## config.mk

```make
export PLATFORM = sky130hd
export DESIGN_NAME = lpmc_top
export DESIGN_NICKNAME = d
export VERILOG_FILES = /design/src/hw/lpmc_pkg.sv /design/src/hw/lpmc_sync.sv /design/src/hw/lpmc_top.sv
export VERILOG_INCLUDE_DIRS = /design/src /design/src/hw
export SDC_FILE = /design/constraint.sdc
export NUM_CORES = 1
export LEC_CHECK = 0
export ABC_AREA = 1
export ABC_CLOCK_PERIOD_IN_PS = 1600
export BUFFER_PORTS_ARGS = -buffer_cell sky130_fd_sc_hd__buf_2
export CORE_ASPECT_RATIO = 1.1
export CORE_MARGIN = 2
export CORE_UTILIZATION = 48
export DETAILED_ROUTE_END_ITERATION = 10
export PLACE_DENSITY = 0.81
export SLEW_MARGIN = 10
export SYNTH_ARGS = -nofsm -noshare
export SYNTH_HDL_FRONTEND = slang
export SYNTH_SLANG_ARGS = --single-unit
```

## constraint.sdc

```tcl
create_clock -name CLK -period 1.6 [get_ports CLK]
set_input_delay 0.08 -clock CLK [delete_from_list [all_inputs] [get_ports CLK]]
set_output_delay 0.08 -clock CLK [all_outputs]
set_load 0.1 [all_outputs]
```

## src/hw/lpmc_cfg.svh

```systemverilog
// constants of the low power mode controller
`ifndef LPMC_CFG_SVH
`define LPMC_CFG_SVH
`define LPMC_CLK_HZ        10000000
`define LPMC_VLP_CORE_HZ   4000000
`define LPMC_VLP_FLASH_HZ  1000000
`define LPMC_WAKE_SYNC_LEN 2
`endif

```

## src/hw/lpmc_pkg.sv

```systemverilog
// types of the low power mode controller
package lpmc_pkg;
	typedef enum logic [2:0]
	{
		MODE_RUN   = 3'h0,
		MODE_HIGH_SPEED_RUN_MODE = 3'h1,
		MODE_WAIT  = 3'h2,
		MODE_STOP  = 3'h3,
		MODE_VERY_LOW_POWER_RUN  = 3'h4,
		MODE_VERY_LOW_POWER_WAIT  = 3'h5,
		MODE_VERY_LOW_POWER_STOP  = 3'h6
	} lpmc_mode_type;

	// requests from the core and from software
	typedef struct packed
	{
		logic wait_for_interrupt_instruction;
		logic deep;
		logic go_high_speed_run_mode;
		logic go_very_low_power_run;
		logic go_run;
	} lpmc_req_type;

	// per mode controls driven to the chip
	typedef struct packed
	{
		logic core_clk_en;
		logic periph_clk_en;
		logic free_running_core_clock_en;
		logic nested_interrupt_controller_en;
		logic async_wakeup_interrupt_controller_en;
		logic reg_full_power;
		logic lvd_en;
		logic flash_slow;
		logic vlp_osc_sel;
		logic hs_clk_sel;
		logic pin_hold;
		logic sram_retain;
		logic analog_wake_en;
	} lpmc_ctrl_type;

	typedef struct packed
	{
		lpmc_mode_type mode;
		lpmc_ctrl_type ctrl;
		logic          rejected;
	} lpmc_state_type;

	typedef struct packed
	{
		logic s1;
		logic s2;
	} lpmc_sync_type;
endpackage

```

## src/hw/lpmc_sync.sv

```systemverilog
// two flop synchroniser for the wake-up line
`timescale 1ns/10ps
module lpmc_sync
(
	input  wire logic CLK,
	input  wire logic SRST,
	input  wire logic CE,
	input  wire logic D,
	output logic      Q
);
	lpmc_pkg::lpmc_sync_type r;
	lpmc_pkg::lpmc_sync_type next_r;

	always_comb
	begin
		next_r = r;
		if (CE)
		begin
			next_r.s1 = D;
			next_r.s2 = r.s1;
		end
	end

	always_ff @(posedge CLK)
	begin
		if (SRST)
			r <= '0;
		else
			r <= next_r;
	end

	assign Q = r.s2;
endmodule

```

## src/hw/lpmc_top.sv

```systemverilog
// low power mode controller: sequences run, wait and stop modes
`timescale 1ns/10ps
`include "lpmc_cfg.svh"
// How it works
// - reset lands in normal run with the regulator at full power
// - stop is never entered from high-speed run; go back to run first
// - run and very-low-power run each lead to their own wait and stop
// - the core's wait-for-interrupt is the only way into wait or stop
// - pin hold stays asserted in every mode
// - normal wait: core sleeps, peripherals clocked, interrupt wakes
// - normal stop keeps registers and low voltage detect alive
// - normal stop gates peripheral clocks; async controller wakes
// - very-low-power run selects the 4 MHz internal oscillator
// - very-low-power wait keeps run settings, core asleep, free_running_core_clock on
// - very-low-power stop: detect off, clocks stopped, analog wake on
// - very-low-power stop: free_running_core_clock off, async wake, sram kept
// - high-speed run selects the faster clock with core awake
module lpmc_top
(
	input  wire logic               CLK,
	input  wire logic               SRST,
	input  wire logic               CE,
	input  wire lpmc_pkg::lpmc_req_type REQ,
	input  wire logic               IRQ,
	input  wire logic               ASYNC_WAKE,
	output lpmc_pkg::lpmc_mode_type MODE,
	output lpmc_pkg::lpmc_ctrl_type CTRL,
	output logic                    STOP_REJECTED
);
	lpmc_pkg::lpmc_state_type r;
	lpmc_pkg::lpmc_state_type next_r;
	logic                     wake_sync;
	logic                     wake;

	// the asynchronous wake line comes from outside the clock domain
	lpmc_sync u_sync
	(
		.CLK  (CLK),
		.SRST (SRST),
		.CE   (CE),
		.D    (ASYNC_WAKE),
		.Q    (wake_sync)
	);

	// stop modes listen to the synchronised async line and to IRQ, wait modes to IRQ alone
	always_comb
	begin
		case (r.mode)
			lpmc_pkg::MODE_STOP,
			lpmc_pkg::MODE_VERY_LOW_POWER_STOP: wake = wake_sync | IRQ;
			default:             wake = IRQ;
		endcase
	end

	function automatic lpmc_pkg::lpmc_ctrl_type ctrl_of
	(
		input lpmc_pkg::lpmc_mode_type m
	);
		lpmc_pkg::lpmc_ctrl_type c;
		c = '0;
		c.pin_hold       = 1'b1;
		c.sram_retain    = 1'b1;
		c.core_clk_en    = 1'b1;
		c.periph_clk_en  = 1'b1;
		c.free_running_core_clock_en        = 1'b1;
		c.nested_interrupt_controller_en        = 1'b1;
		c.reg_full_power = 1'b1;
		c.lvd_en         = 1'b1;
		case (m)
			lpmc_pkg::MODE_HIGH_SPEED_RUN_MODE: c.hs_clk_sel = 1'b1;
			lpmc_pkg::MODE_WAIT:  c.core_clk_en = 1'b0;
			lpmc_pkg::MODE_STOP:
			begin
				c.core_clk_en   = 1'b0;
				c.periph_clk_en = 1'b0;
				c.free_running_core_clock_en       = 1'b0;
				c.nested_interrupt_controller_en       = 1'b0;
				c.async_wakeup_interrupt_controller_en       = 1'b1; // lvd stays on
			end
			lpmc_pkg::MODE_VERY_LOW_POWER_RUN,
			lpmc_pkg::MODE_VERY_LOW_POWER_WAIT,
			lpmc_pkg::MODE_VERY_LOW_POWER_STOP:
			begin
				c.reg_full_power = 1'b0;
				c.lvd_en         = 1'b0;
				c.flash_slow     = 1'b1;
				c.vlp_osc_sel    = 1'b1;
				if (m == lpmc_pkg::MODE_VERY_LOW_POWER_WAIT)
					c.core_clk_en = 1'b0;
				if (m == lpmc_pkg::MODE_VERY_LOW_POWER_STOP)
				begin
					c.core_clk_en    = 1'b0;
					c.periph_clk_en  = 1'b0;
					c.free_running_core_clock_en        = 1'b0;
					c.nested_interrupt_controller_en        = 1'b0;
					c.async_wakeup_interrupt_controller_en        = 1'b1;
					c.analog_wake_en = 1'b1;
				end
			end
			default: c = c;
		endcase
		return c;
	endfunction

	always_comb
	begin
		next_r          = r;
		next_r.rejected = 1'b0;
		case (r.mode)
			lpmc_pkg::MODE_RUN:
			begin
				if (REQ.wait_for_interrupt_instruction)
					next_r.mode = REQ.deep ? lpmc_pkg::MODE_STOP
						: lpmc_pkg::MODE_WAIT;
				else if (REQ.go_high_speed_run_mode)
					next_r.mode = lpmc_pkg::MODE_HIGH_SPEED_RUN_MODE;
				else if (REQ.go_very_low_power_run)
					next_r.mode = lpmc_pkg::MODE_VERY_LOW_POWER_RUN;
			end
			lpmc_pkg::MODE_HIGH_SPEED_RUN_MODE:
			begin
				if (REQ.wait_for_interrupt_instruction && REQ.deep)
					next_r.rejected = 1'b1;
				else if (REQ.wait_for_interrupt_instruction)
					next_r.mode = lpmc_pkg::MODE_WAIT;
				else if (REQ.go_run)
					next_r.mode = lpmc_pkg::MODE_RUN;
			end
			lpmc_pkg::MODE_VERY_LOW_POWER_RUN:
			begin
				if (REQ.wait_for_interrupt_instruction)
					next_r.mode = REQ.deep ? lpmc_pkg::MODE_VERY_LOW_POWER_STOP
						: lpmc_pkg::MODE_VERY_LOW_POWER_WAIT;
				else if (REQ.go_run)
					next_r.mode = lpmc_pkg::MODE_RUN;
			end
			// normal wait and stop return to run on wake; wait may come from run or high-speed run
			lpmc_pkg::MODE_WAIT,
			lpmc_pkg::MODE_STOP:
				if (wake)
					next_r.mode = lpmc_pkg::MODE_RUN;
			lpmc_pkg::MODE_VERY_LOW_POWER_WAIT,
			lpmc_pkg::MODE_VERY_LOW_POWER_STOP:
				if (wake)
					next_r.mode = lpmc_pkg::MODE_VERY_LOW_POWER_RUN;
			default: next_r.mode = lpmc_pkg::MODE_RUN;
		endcase
		next_r.ctrl = ctrl_of(next_r.mode);
	end

	always_ff @(posedge CLK)
	begin
		if (SRST)
		begin
			r          <= '0;
			r.mode     <= lpmc_pkg::MODE_RUN;
			r.ctrl     <= ctrl_of(lpmc_pkg::MODE_RUN);
		end
		else if (CE)
			r <= next_r;
	end

	assign MODE          = r.mode;
	assign CTRL          = r.ctrl;
	assign STOP_REJECTED = r.rejected;

	reset_run_a: assert property (@(posedge CLK)
		SRST |=> MODE == lpmc_pkg::MODE_RUN && CTRL.reg_full_power)
		else $error("not in full power run after reset");
	no_hs_stop_a: assert property (@(posedge CLK) disable iff (SRST)
		MODE == lpmc_pkg::MODE_HIGH_SPEED_RUN_MODE |=> MODE != lpmc_pkg::MODE_STOP
		&& MODE != lpmc_pkg::MODE_VERY_LOW_POWER_STOP)
		else $error("stop entered from high-speed run");
	wfi_trigger_a: assert property (@(posedge CLK) disable iff (SRST)
		CE && !REQ.wait_for_interrupt_instruction && (MODE == lpmc_pkg::MODE_RUN
		|| MODE == lpmc_pkg::MODE_VERY_LOW_POWER_RUN) |=> !CTRL.core_clk_en == 1'b0)
		else $error("core slept without wait instruction");
	pins_held_a: assert property (@(posedge CLK) disable iff (SRST)
		CTRL.pin_hold)
		else $error("pin hold dropped");
	wait_wake_a: assert property (@(posedge CLK) disable iff (SRST)
		CE && IRQ && MODE == lpmc_pkg::MODE_WAIT
		|=> MODE == lpmc_pkg::MODE_RUN && CTRL.core_clk_en)
		else $error("normal wait did not wake on interrupt");
	stop_ctrl_a: assert property (@(posedge CLK) disable iff (SRST)
		MODE == lpmc_pkg::MODE_STOP |-> !CTRL.periph_clk_en
		&& !CTRL.nested_interrupt_controller_en && CTRL.async_wakeup_interrupt_controller_en && CTRL.lvd_en)
		else $error("normal stop controls wrong");
	very_low_power_run_ctrl_a: assert property (@(posedge CLK) disable iff (SRST)
		MODE == lpmc_pkg::MODE_VERY_LOW_POWER_RUN |-> !CTRL.reg_full_power
		&& !CTRL.lvd_en && CTRL.flash_slow && CTRL.vlp_osc_sel)
		else $error("very-low-power run controls wrong");
	very_low_power_stop_ctrl_a: assert property (@(posedge CLK) disable iff (SRST)
		MODE == lpmc_pkg::MODE_VERY_LOW_POWER_STOP |-> !CTRL.free_running_core_clock_en && CTRL.async_wakeup_interrupt_controller_en
		&& CTRL.analog_wake_en && CTRL.sram_retain)
		else $error("very-low-power stop controls wrong");
	hs_reject_a: assert property (@(posedge CLK) disable iff (SRST)
		CE && MODE == lpmc_pkg::MODE_HIGH_SPEED_RUN_MODE && REQ.wait_for_interrupt_instruction && REQ.deep
		|=> STOP_REJECTED && MODE == lpmc_pkg::MODE_HIGH_SPEED_RUN_MODE)
		else $error("stop in high-speed run not rejected");

	// per mode control sets; a slip here would gate the wrong clock
	wait_ctrl_a: assert property (@(posedge CLK) disable iff (SRST)
		MODE == lpmc_pkg::MODE_WAIT |-> !CTRL.core_clk_en
		&& CTRL.periph_clk_en && CTRL.nested_interrupt_controller_en)
		else $error("normal wait controls wrong");
	stop_keep_a: assert property (@(posedge CLK) disable iff (SRST)
		MODE == lpmc_pkg::MODE_STOP |-> CTRL.sram_retain && CTRL.lvd_en
		&& CTRL.reg_full_power)
		else $error("normal stop lost retention or detect");
	very_low_power_wait_ctrl_a: assert property (@(posedge CLK) disable iff (SRST)
		MODE == lpmc_pkg::MODE_VERY_LOW_POWER_WAIT |-> !CTRL.core_clk_en && CTRL.free_running_core_clock_en
		&& CTRL.nested_interrupt_controller_en && CTRL.flash_slow && !CTRL.reg_full_power)
		else $error("very-low-power wait controls wrong");
	very_low_power_stop_lvd_a: assert property (@(posedge CLK) disable iff (SRST)
		MODE == lpmc_pkg::MODE_VERY_LOW_POWER_STOP |-> !CTRL.lvd_en
		&& !CTRL.periph_clk_en && !CTRL.nested_interrupt_controller_en)
		else $error("very-low-power stop detect or clocks on");
	hs_ctrl_a: assert property (@(posedge CLK) disable iff (SRST)
		MODE == lpmc_pkg::MODE_HIGH_SPEED_RUN_MODE |-> CTRL.core_clk_en
		&& CTRL.hs_clk_sel && !CTRL.vlp_osc_sel)
		else $error("high-speed run controls wrong");
	vlp_sleep_a: assert property (@(posedge CLK) disable iff (SRST)
		CE && MODE == lpmc_pkg::MODE_VERY_LOW_POWER_RUN && REQ.wait_for_interrupt_instruction
		|=> MODE == lpmc_pkg::MODE_VERY_LOW_POWER_WAIT || MODE == lpmc_pkg::MODE_VERY_LOW_POWER_STOP)
		else $error("very-low-power run slept into wrong mode");
endmodule

```

==> metrics, run 1 <==
outcome=completed; Synth Area in Simple Gates=between 40% and 50%; setup_tns=0 ns; Compound-Gate Fraction of Synth Area=between 10 and 15%; setup bufs post-CTS=0; PwrDens=1000 nW/um^2; cts repair resizes=0; WL per Instance=10.5 um; drc violations=0; crit-path max cell delay=about 0.44 ns; top cell type's share of synthesized area=31.9%; antenna fix cells=0; R2R Path Start=MODE[2]; starting DRC count in detailed routing=4; Unique masters post-synth=19; Avg Synthesized Cell Area=around 6.5 um^2; Worst Path Arrival=1.54 ns; largest family of logic cells by synthesized area=simple AND/OR/NAND/NOR gates; die extent in x=43.3 um; CTS tree=done; Via-to-Cell Ratio=a little under 5; Switching Fraction=45.1%; R2R setup slack=0.26 ns; Area contributors post-synth=dfxtp_1, nand2_1, nand3_1, nand3_2, nor2_1; combinational share of power=around two fifths; die area=around 2000 um^2; Remaining Overflow, GRT=0; number of flops mapped to enable cells by yosys=0; final worst path period share=83.5%; die height=47.3 um; Reg power frac=39.8%; async set-reset flop share out of synthesis=0%; critical-path cell list=inv_2 > nand2_1 > nand2_1 > nand3_2 > nand3_2 > nand3b_1 > a21oi_2; DR pass1 iterations=4; vias in the first global route=650; Pins Over Slew Limit=0; Reg-to-Reg End=CTRL[3]; worst reg-to-reg path cell count=7; Internal=between 0.5 and 0.6 mW; worst clock skew=a little under 0.0008 ns; crit-path leading delay family=simple AND/OR/NAND/NOR gates; # setup viols final=0; area of the multi-input gates=425 um^2; gpl congestion=0.857; num ports=27; final setup margin=0.265 ns; post-synthesis sequential area ratio=31.9%; Critical Path Source Type=register; core box area=1580 um^2; Post-DP HPWL=about 1.3 mm; vias post-DR=786; stages on the worst setup path=7; Synth Cell Area=817 um^2; CP max FO=10; Area Overhead vs Synth=12.4%; layout cells sized above 1=32.6%; htree depth=1; largest net degree at the start of global routing=16; register area=264 um^2; Main synth FF type=dfxtp_1; leakage power=approximately 0.5 nW; Util after Layout=58.3%; post-route ant nets=0; Setup crit end=CTRL[3]; highest clock rate=749 MHz; Starting Density=51.8%; slowest CP cell=dfxtp_2; Tot GR Track Use=17.8%; total power=0.921 mW; CP endpoint kind=register; Filler Cell Count=169; Hold Buf Count CTS=0; CTS Buffer Depth=2; area leader, netlist=dfxtp_1; initial antenna violation count=0; Setup crit start=MODE[2]; Post-Synth XOR/XNOR Area=0%; fin nets=around 160; CTS Buf Count=3; mux cell area share after synthesis=0%; critical path class=register to register; CTS root buffer=clkbuf_4; # port buffers=24; synth cell count leaders=nand2_1, dfxtp_1, nand3_1, nor2_1, inv_1; final wirelength=1.68 mm; Period minus WS final=1.34 ns; VDD IR max=0.572 mV; Psw=slightly above 0.4 mW; synthesized instance count=around 130; Post-Synth Adder-Cell Area=0%; clock network fraction of design power=21.4%; Skew-Pair Late Insertion Delay=0.27 ns; synthesis-stage register bit count=13; CTS clk-pin slew, worst paths=0.08 ns; RSZ-0062 raised after global routing=no; number of core rows=15; Syn. warnings=0; count leader, synth=nand2_1; CTS Sinks=13; worst endpoint required time=1.80 ns; CP bufs+invs=1; Hold WC Path Type=input pin to register; first-pass GRT wire length=2.67 mm; Place WS=0.286 ns; final hold vios=0; Max Cap Viol=0
-- through the flow --
step	instance area, um^2	hold slack [ns]	cells
6_report	918	0.0308	161
5_1_grt	918	0.0307	161
4_1_cts	918	0.0233	161
3_5_place_dp	891	0.310	157
3_3_place_gp	891	0.302	157
2_1_floorplan	825	0.142	126
-- final cells by class --
cell class	instances	share of cell area (%)
Clock buffer	3	2.45
Timing Repair Buffer	24	13.1
Clock inverter	1	0.545
Multi-Input combinational cell	87	46.3
Tap cell	17	2.32
Inverter	16	6.54
Sequential cell	13	28.7
-- power by group through the flow --
stage               clock network (mW)  registers [mW]  logic, mW
CTS                              0.206           0.367      0.358
detailed placement                   0           0.374      0.357
floorplan                            0           0.491      0.198
finish                           0.197           0.367      0.357
global placement                     0           0.372      0.355
global route                     0.218           0.370      0.381
-- how the worst min path moves through the flow --
stage | cells after the start | start | endpoint
after CTS | 3 | ASYNC_WAKE | u_sync.r[1]
after global routing | 3 | ASYNC_WAKE | u_sync.r[1]
after global placement | 3 | ASYNC_WAKE | u_sync.r[1]
after floorplan | 1 | SRST | CTRL[3]
final | 3 | ASYNC_WAKE | u_sync.r[1]
after detailed placement | 3 | ASYNC_WAKE | u_sync.r[1]
-- cell families (layout without fill, tap and decap cells) --
logic type      after synthesis  count (layout)
simple gates                 69              69
buf+inv                      26              44
compound gates               16              16
other cells                   1               2
flops                        13              13
-- state kept, by name, indices dropped and copies added (netlist names) --
signal / flops
STOP_REJECTED: 1
u_sync.r: 1
CTRL: 7
MODE: 3
u_sync.Q: 1
-- layer usage --
metal / vias up / wire (um) / global-route usage [%]
met3: 2 / 63 / 1.15
met2: 15 / 795 / 31.3
met4: 0 / 23 / 10.9
met1: 342 / 801 / 21.6
met5: - / 0 / 0
li1: 427 / - / -
-- cells in the final DEF (no fill, tap or decap), drive strengths merged --
cell type  Yosys  layout
conb           1       2
clkbuf         2       3
buf            8      24
dfxtp         13      13
nand3         18      18
nor2          15      15
o21ai          8       8
clkinv         0       1
nand2         31      31
or2            1       1
nand4          2       2
a21oi          8       8
inv           16      16
nand3b         2       2
-- worst min-delay path: stages --
cell	delay (ns)
buf_2	0.08
nor2_1	0.03
nor2_1	0.08
Power figures use the tool's default switching activity.
==> inputs of run 2 (changes only) <==
--- a/config.mk
+++ b/config.mk
@@ -7,7 +7,7 @@
 export NUM_CORES = 1
 export LEC_CHECK = 0
 export ABC_AREA = 1
-export ABC_CLOCK_PERIOD_IN_PS = 1600
+export ABC_CLOCK_PERIOD_IN_PS = 1300
 export BUFFER_PORTS_ARGS = -buffer_cell sky130_fd_sc_hd__buf_2
 export CORE_ASPECT_RATIO = 1.1
 export CORE_MARGIN = 2
==> constraint.sdc (replaced) <==
create_clock -name CLK -period 1.3 [get_ports CLK]
set_input_delay 0.065 -clock CLK [delete_from_list [all_inputs] [get_ports CLK]]
set_output_delay 0.065 -clock CLK [all_outputs]
set_load 0.1 [all_outputs]
==> run 2 against run 1 <==
Sequential power up 25%. Design area up 6.5%. Worst hold slack worse by 0.021 ns. Register-to-register slack worse by 0.18 ns. Highest routed layer unchanged.
==> metrics, run 2 (synthesis gave the netlist of run 1 again) <==
# setup viols final=0; CTS clk-pin slew, worst paths=0.08 ns; vias in the first global route=slightly below 700; highest clock rate=814 MHz; initial antenna violation count=0; critical path class=register to output pin; CTS root buffer=clkbuf_4; most common cell after layout, fill and taps aside=nand2_1; largest net degree at the start of global routing=16; htree depth=1; final hold vios=0; antenna fix cells=0; post-route ant nets=0; Remaining Overflow, GRT=0; post-route cell area=978 um^2; most frequent cells in the layout=nand2_1, buf_2, nand3_1; starting DRC count in detailed routing=11; worst clock skew=0.00725 ns; crit-path max cell delay=~0.45 ns; Max Cap Viol=0; slowest CP cell=buf_2; Starting Density=approximately half; CP bufs+invs=1; cts repair resizes=0; fin nets=155; Filler Cell Count=162; critical-path cell list=buf_2; vias post-DR=834; first-pass GRT wire length=2.79 mm; Via-to-Cell Ratio=between 5 and 6; DR pass1 iterations=7; die extent in x=43.3 um; Period minus WS final=1.23 ns; Post-DP HPWL=roughly 1.4 mm; CP endpoint kind=output pin; # port buffers=24; CTS Sinks=13; die area=2050 um^2; core box area=about 1600 um^2; Hold WC Path Type=input pin to register; CP max FO=7; Tot GR Track Use=18.6%; register area=275 um^2; Area after DPL=932 um^2; setup bufs post-CTS=0; CTS Buf Count=3; outcome=completed; Worst Path Arrival=1.16 ns; CTS Buffer Depth=2; Area Overhead vs Synth=19.8%; VDD IR max=0.782 mV; Critical Path Source Type=register; gpl congestion=about 0.8; crit-path leading delay family=buffers and inverters; drc violations=0; total power=roughly 1.2 mW; Pins Over Slew Limit=0; RSZ-0062 raised after global routing=yes; area of the multi-input gates=465 um^2; worst endpoint required time=roughly 1.2 ns; layout cells sized above 1=37.5%; max reg flops=7; WL per Instance=11.0 um; num ports=27; PwrDens=approximately 1200 nW/um^2; number of core rows=15; Hold Buf Count CTS=0; Skew-Pair Late Insertion Delay=0.28 ns; die height=47.3 um; leakage power=0.496 nW; CTS tree=done; final worst path period share=94.5%; final wirelength=1.78 mm
[run 2: per-stage QoR]
step	setup slack (ns)	cells	util, %	hold slack (ns)	TNS [ns]
after detailed placement	0.0452	157	59.1	0.293	0
after global routing	-0.0206	161	62.1	0.0356	-0.0515
after floorplan	-0.0835	126	-	0.127	-0.336
final	0.0721	161	62.1	0.00940	0
after global placement	0.0969	157	59.1	0.288	0
after CTS	0.0349	161	60.8	0.0108	0
[run 2: layout make-up]
type / instances / share of cell area [%]
Clock buffer: 4 / 2.69
Inverter: 16 / 7.16
Multi-Input combinational cell: 87 / 47.6
Sequential cell: 13 / 28.1
Tap cell: 17 / 2.17
Timing Repair Buffer: 24 / 12.3
[run 2: final timing paths]
| kind | end | slack, ns | start | cells after the start |
|---|---|---|---|---|
| hold reg to reg | CTRL[0] | 0.47 | CTRL[0] | 2 |
| hold / removal | u_sync.r[1] | 0.009 | ASYNC_WAKE | 3 |
| setup / recovery | MODE[1] | 0.07 | MODE[1] | 1 |
| setup reg to reg | CTRL[11] | 0.08 | MODE[1] | 8 |
[run 2: where the power goes]
group          leakage (nW)  switching, mW  internal [mW]
combinational         0.372          0.369         0.0946
sequential            0.108         0.0335          0.424
clock                0.0150          0.131          0.119
total                 0.496          0.533          0.637
[run 2: layer usage]
layer	routed length (um)	up-vias	GRT usage, %
li1	-	429	-
met1	780	372	22.7
met2	874	26	31.9
met3	70	7	1.15
met4	53	0	12.7
met5	0	-	0
==> inputs of run 3 (changes only) <==
--- a/config.mk
+++ b/config.mk
@@ -7,10 +7,10 @@
 export NUM_CORES = 1
 export LEC_CHECK = 0
 export ABC_AREA = 1
-export ABC_CLOCK_PERIOD_IN_PS = 1300
+export ABC_CLOCK_PERIOD_IN_PS = 1350
 export BUFFER_PORTS_ARGS = -buffer_cell sky130_fd_sc_hd__buf_2
 export CORE_ASPECT_RATIO = 1.1
-export CORE_MARGIN = 2
+export CORE_MARGIN = 5
 export CORE_UTILIZATION = 48
 export DETAILED_ROUTE_END_ITERATION = 10
 export PLACE_DENSITY = 0.81
==> constraint.sdc (replaced) <==
create_clock -name CLK -period 1.35 [get_ports CLK]
set_input_delay 0.0675 -clock CLK [delete_from_list [all_inputs] [get_ports CLK]]
set_output_delay 0.0675 -clock CLK [all_outputs]
set_load 0.1 [all_outputs]
==> run 3 against run 2 <==
Sequential share of layout area rose by 0.29 points. Via count fell by 0.12%. Critical path depth rose by 7. Worst setup slack improved by 0.046 ns. Power fell by 5.0%. Design area fell by 1.0%. Clock skew rose by 0.0029 ns. Sequential cell count did not move. Clock-buffer cell count did not move. Sequential power fell by 4.6%.
==> metrics, run 3 (synthesis gave the netlist of run 1 again) <==
RSZ-0062 raised after global routing=no; DR pass1 iterations=4; first-pass GRT wire length=3.17 mm; CP bufs+invs=1; highest clock rate=812 MHz; CP max FO=7; Post-DP HPWL=1.47 mm; starting DRC count in detailed routing=17; outcome=completed; Max Cap Viol=0; Reg power frac=39.2%; CTS root buffer=clkbuf_4; post-route ant nets=0; CTS tree=done; CTS Sinks=13; gpl congestion=approximately 0.9; initial antenna violation count=0; Tot GR Track Use=around 15%; num ports=27; CP endpoint kind=register; combinational share of power=39.7%; clock network fraction of design power=21.1%; htree depth=1; final wirelength=1.89 mm; die extent in x=49.3 um; Skew-Pair Late Insertion Delay=0.27 ns; most frequent cells in the layout=nand2_1, buf_2, nor2_1, nand3_1, inv_1; Switching Fraction=45.1%; crit-path leading delay family=simple AND/OR/NAND/NOR gates; critical path class=register to register; die area=2630 um^2; vias post-DR=833; fin nets=~160; Via-to-Cell Ratio=between 5 and 6; Hold WC Path Type=input pin to register; critical-path cell list=inv_4 > nand2_2 > nor2_2 > nand3_2 > nand3_2 > nand2_1 > nand3b_1 > nand3_1; number of core rows=15; die height=53.3 um; Pins Over Slew Limit=0; most common cell after layout, fill and taps aside=nand2_1; slowest CP cell=dfxtp_4; Critical Path Source Type=register; worst endpoint required time=1.50 ns; PwrDens=1150 nW/um^2; WL per Instance=about 12 um; crit-path most repeated cell=nand3_2; Remaining Overflow, GRT=0; Internal=0.611 mW; worst clock skew=0.0102 ns; drc violations=0; # setup viols final=0; Worst Path Arrival=1.39 ns; total power=1.11 mW; final hold vios=0; Area Overhead vs Synth=18.5%; CTS Buf Count=3; VDD IR max=0.677 mV; Starting Density=51.2%; antenna fix cells=0; Util after Layout=60.7%; crit-path max cell delay=0.38 ns; layout cells sized above 1=approximately 37%; leakage power=between 0.4 and 0.5 nW; final worst path period share=between 90% and 100%; vias in the first global route=752; Period minus WS final=1.23 ns; largest net degree at the start of global routing=16; core box area=roughly 1600 um^2; Psw=0.501 mW; CTS Buffer Depth=2; max reg flops=7; # port buffers=24; CTS clk-pin slew, worst paths=0.08 ns
run 3: cell types whose count changed in the layout (fill, tap and decap cells not counted), sizes merged:
cell | before | now
buf | 24 | 25
run 3: power by group through the flow:
stage | Clock, mW | Sequential [mW] | Combinational [mW]
CTS | 0.239 | 0.434 | 0.437
detailed placement | 0 | 0.443 | 0.437
finish | 0.235 | 0.436 | 0.442
floorplan | 0 | 0.581 | 0.245
global route | 0.260 | 0.441 | 0.470
global placement | 0 | 0.441 | 0.430
run 3: metrics by stage:
| stage | setup slack [ns] | TNS [ns] | cells | area [um^2] | hold slack, ns |
|---|---|---|---|---|---|
| after floorplan | -0.0334 | -0.0615 | 126 | 858 | 0.129 |
| final | 0.118 | 0 | 162 | 968 | 0.0281 |
| after CTS | 0.0895 | 0 | 161 | 951 | 0.0262 |
| after detailed placement | 0.0918 | 0 | 157 | 925 | 0.309 |
| after global routing | 0.000969 | 0 | 162 | 968 | 0.0332 |
| after global placement | 0.129 | 0 | 157 | 925 | 0.292 |
run 3: path summary, 6_finish.rpt:
check / start / endpoint / slack [ns] / cells after the start
setup / recovery: MODE[1] / CTRL[11] / 0.12 / 8
hold / removal: SRST / CTRL[3] / 0.03 / 2
setup reg to reg: MODE[1] / CTRL[11] / 0.12 / 8
hold reg to reg: CTRL[0] / CTRL[0] / 0.47 / 2
run 3: repair_timing:
action	CTS	global route
endpoints found under the hold margin	0	0
hold buffers	0	0
gates resized for setup	0	3
buffers inserted	0	1
setup endpoints to repair	0	4
run 3: cell type report:
class                           count  area (um^2)
Fill cell                         153          627
Multi-Input combinational cell     87          450
Sequential cell                    13          275
Timing Repair Buffer               25          128
Inverter                           16         67.6
Clock buffer                        4         26.3
Tap cell                           17         21.3
run 3: layer usage:
layer,global-route usage (%),up-vias,share of wire (%)
met5,0,-,0
met4,6.73,0,1.4
met3,2.54,4,3.8
met2,26.8,21,49
met1,18.4,378,45
li1,-,430,-
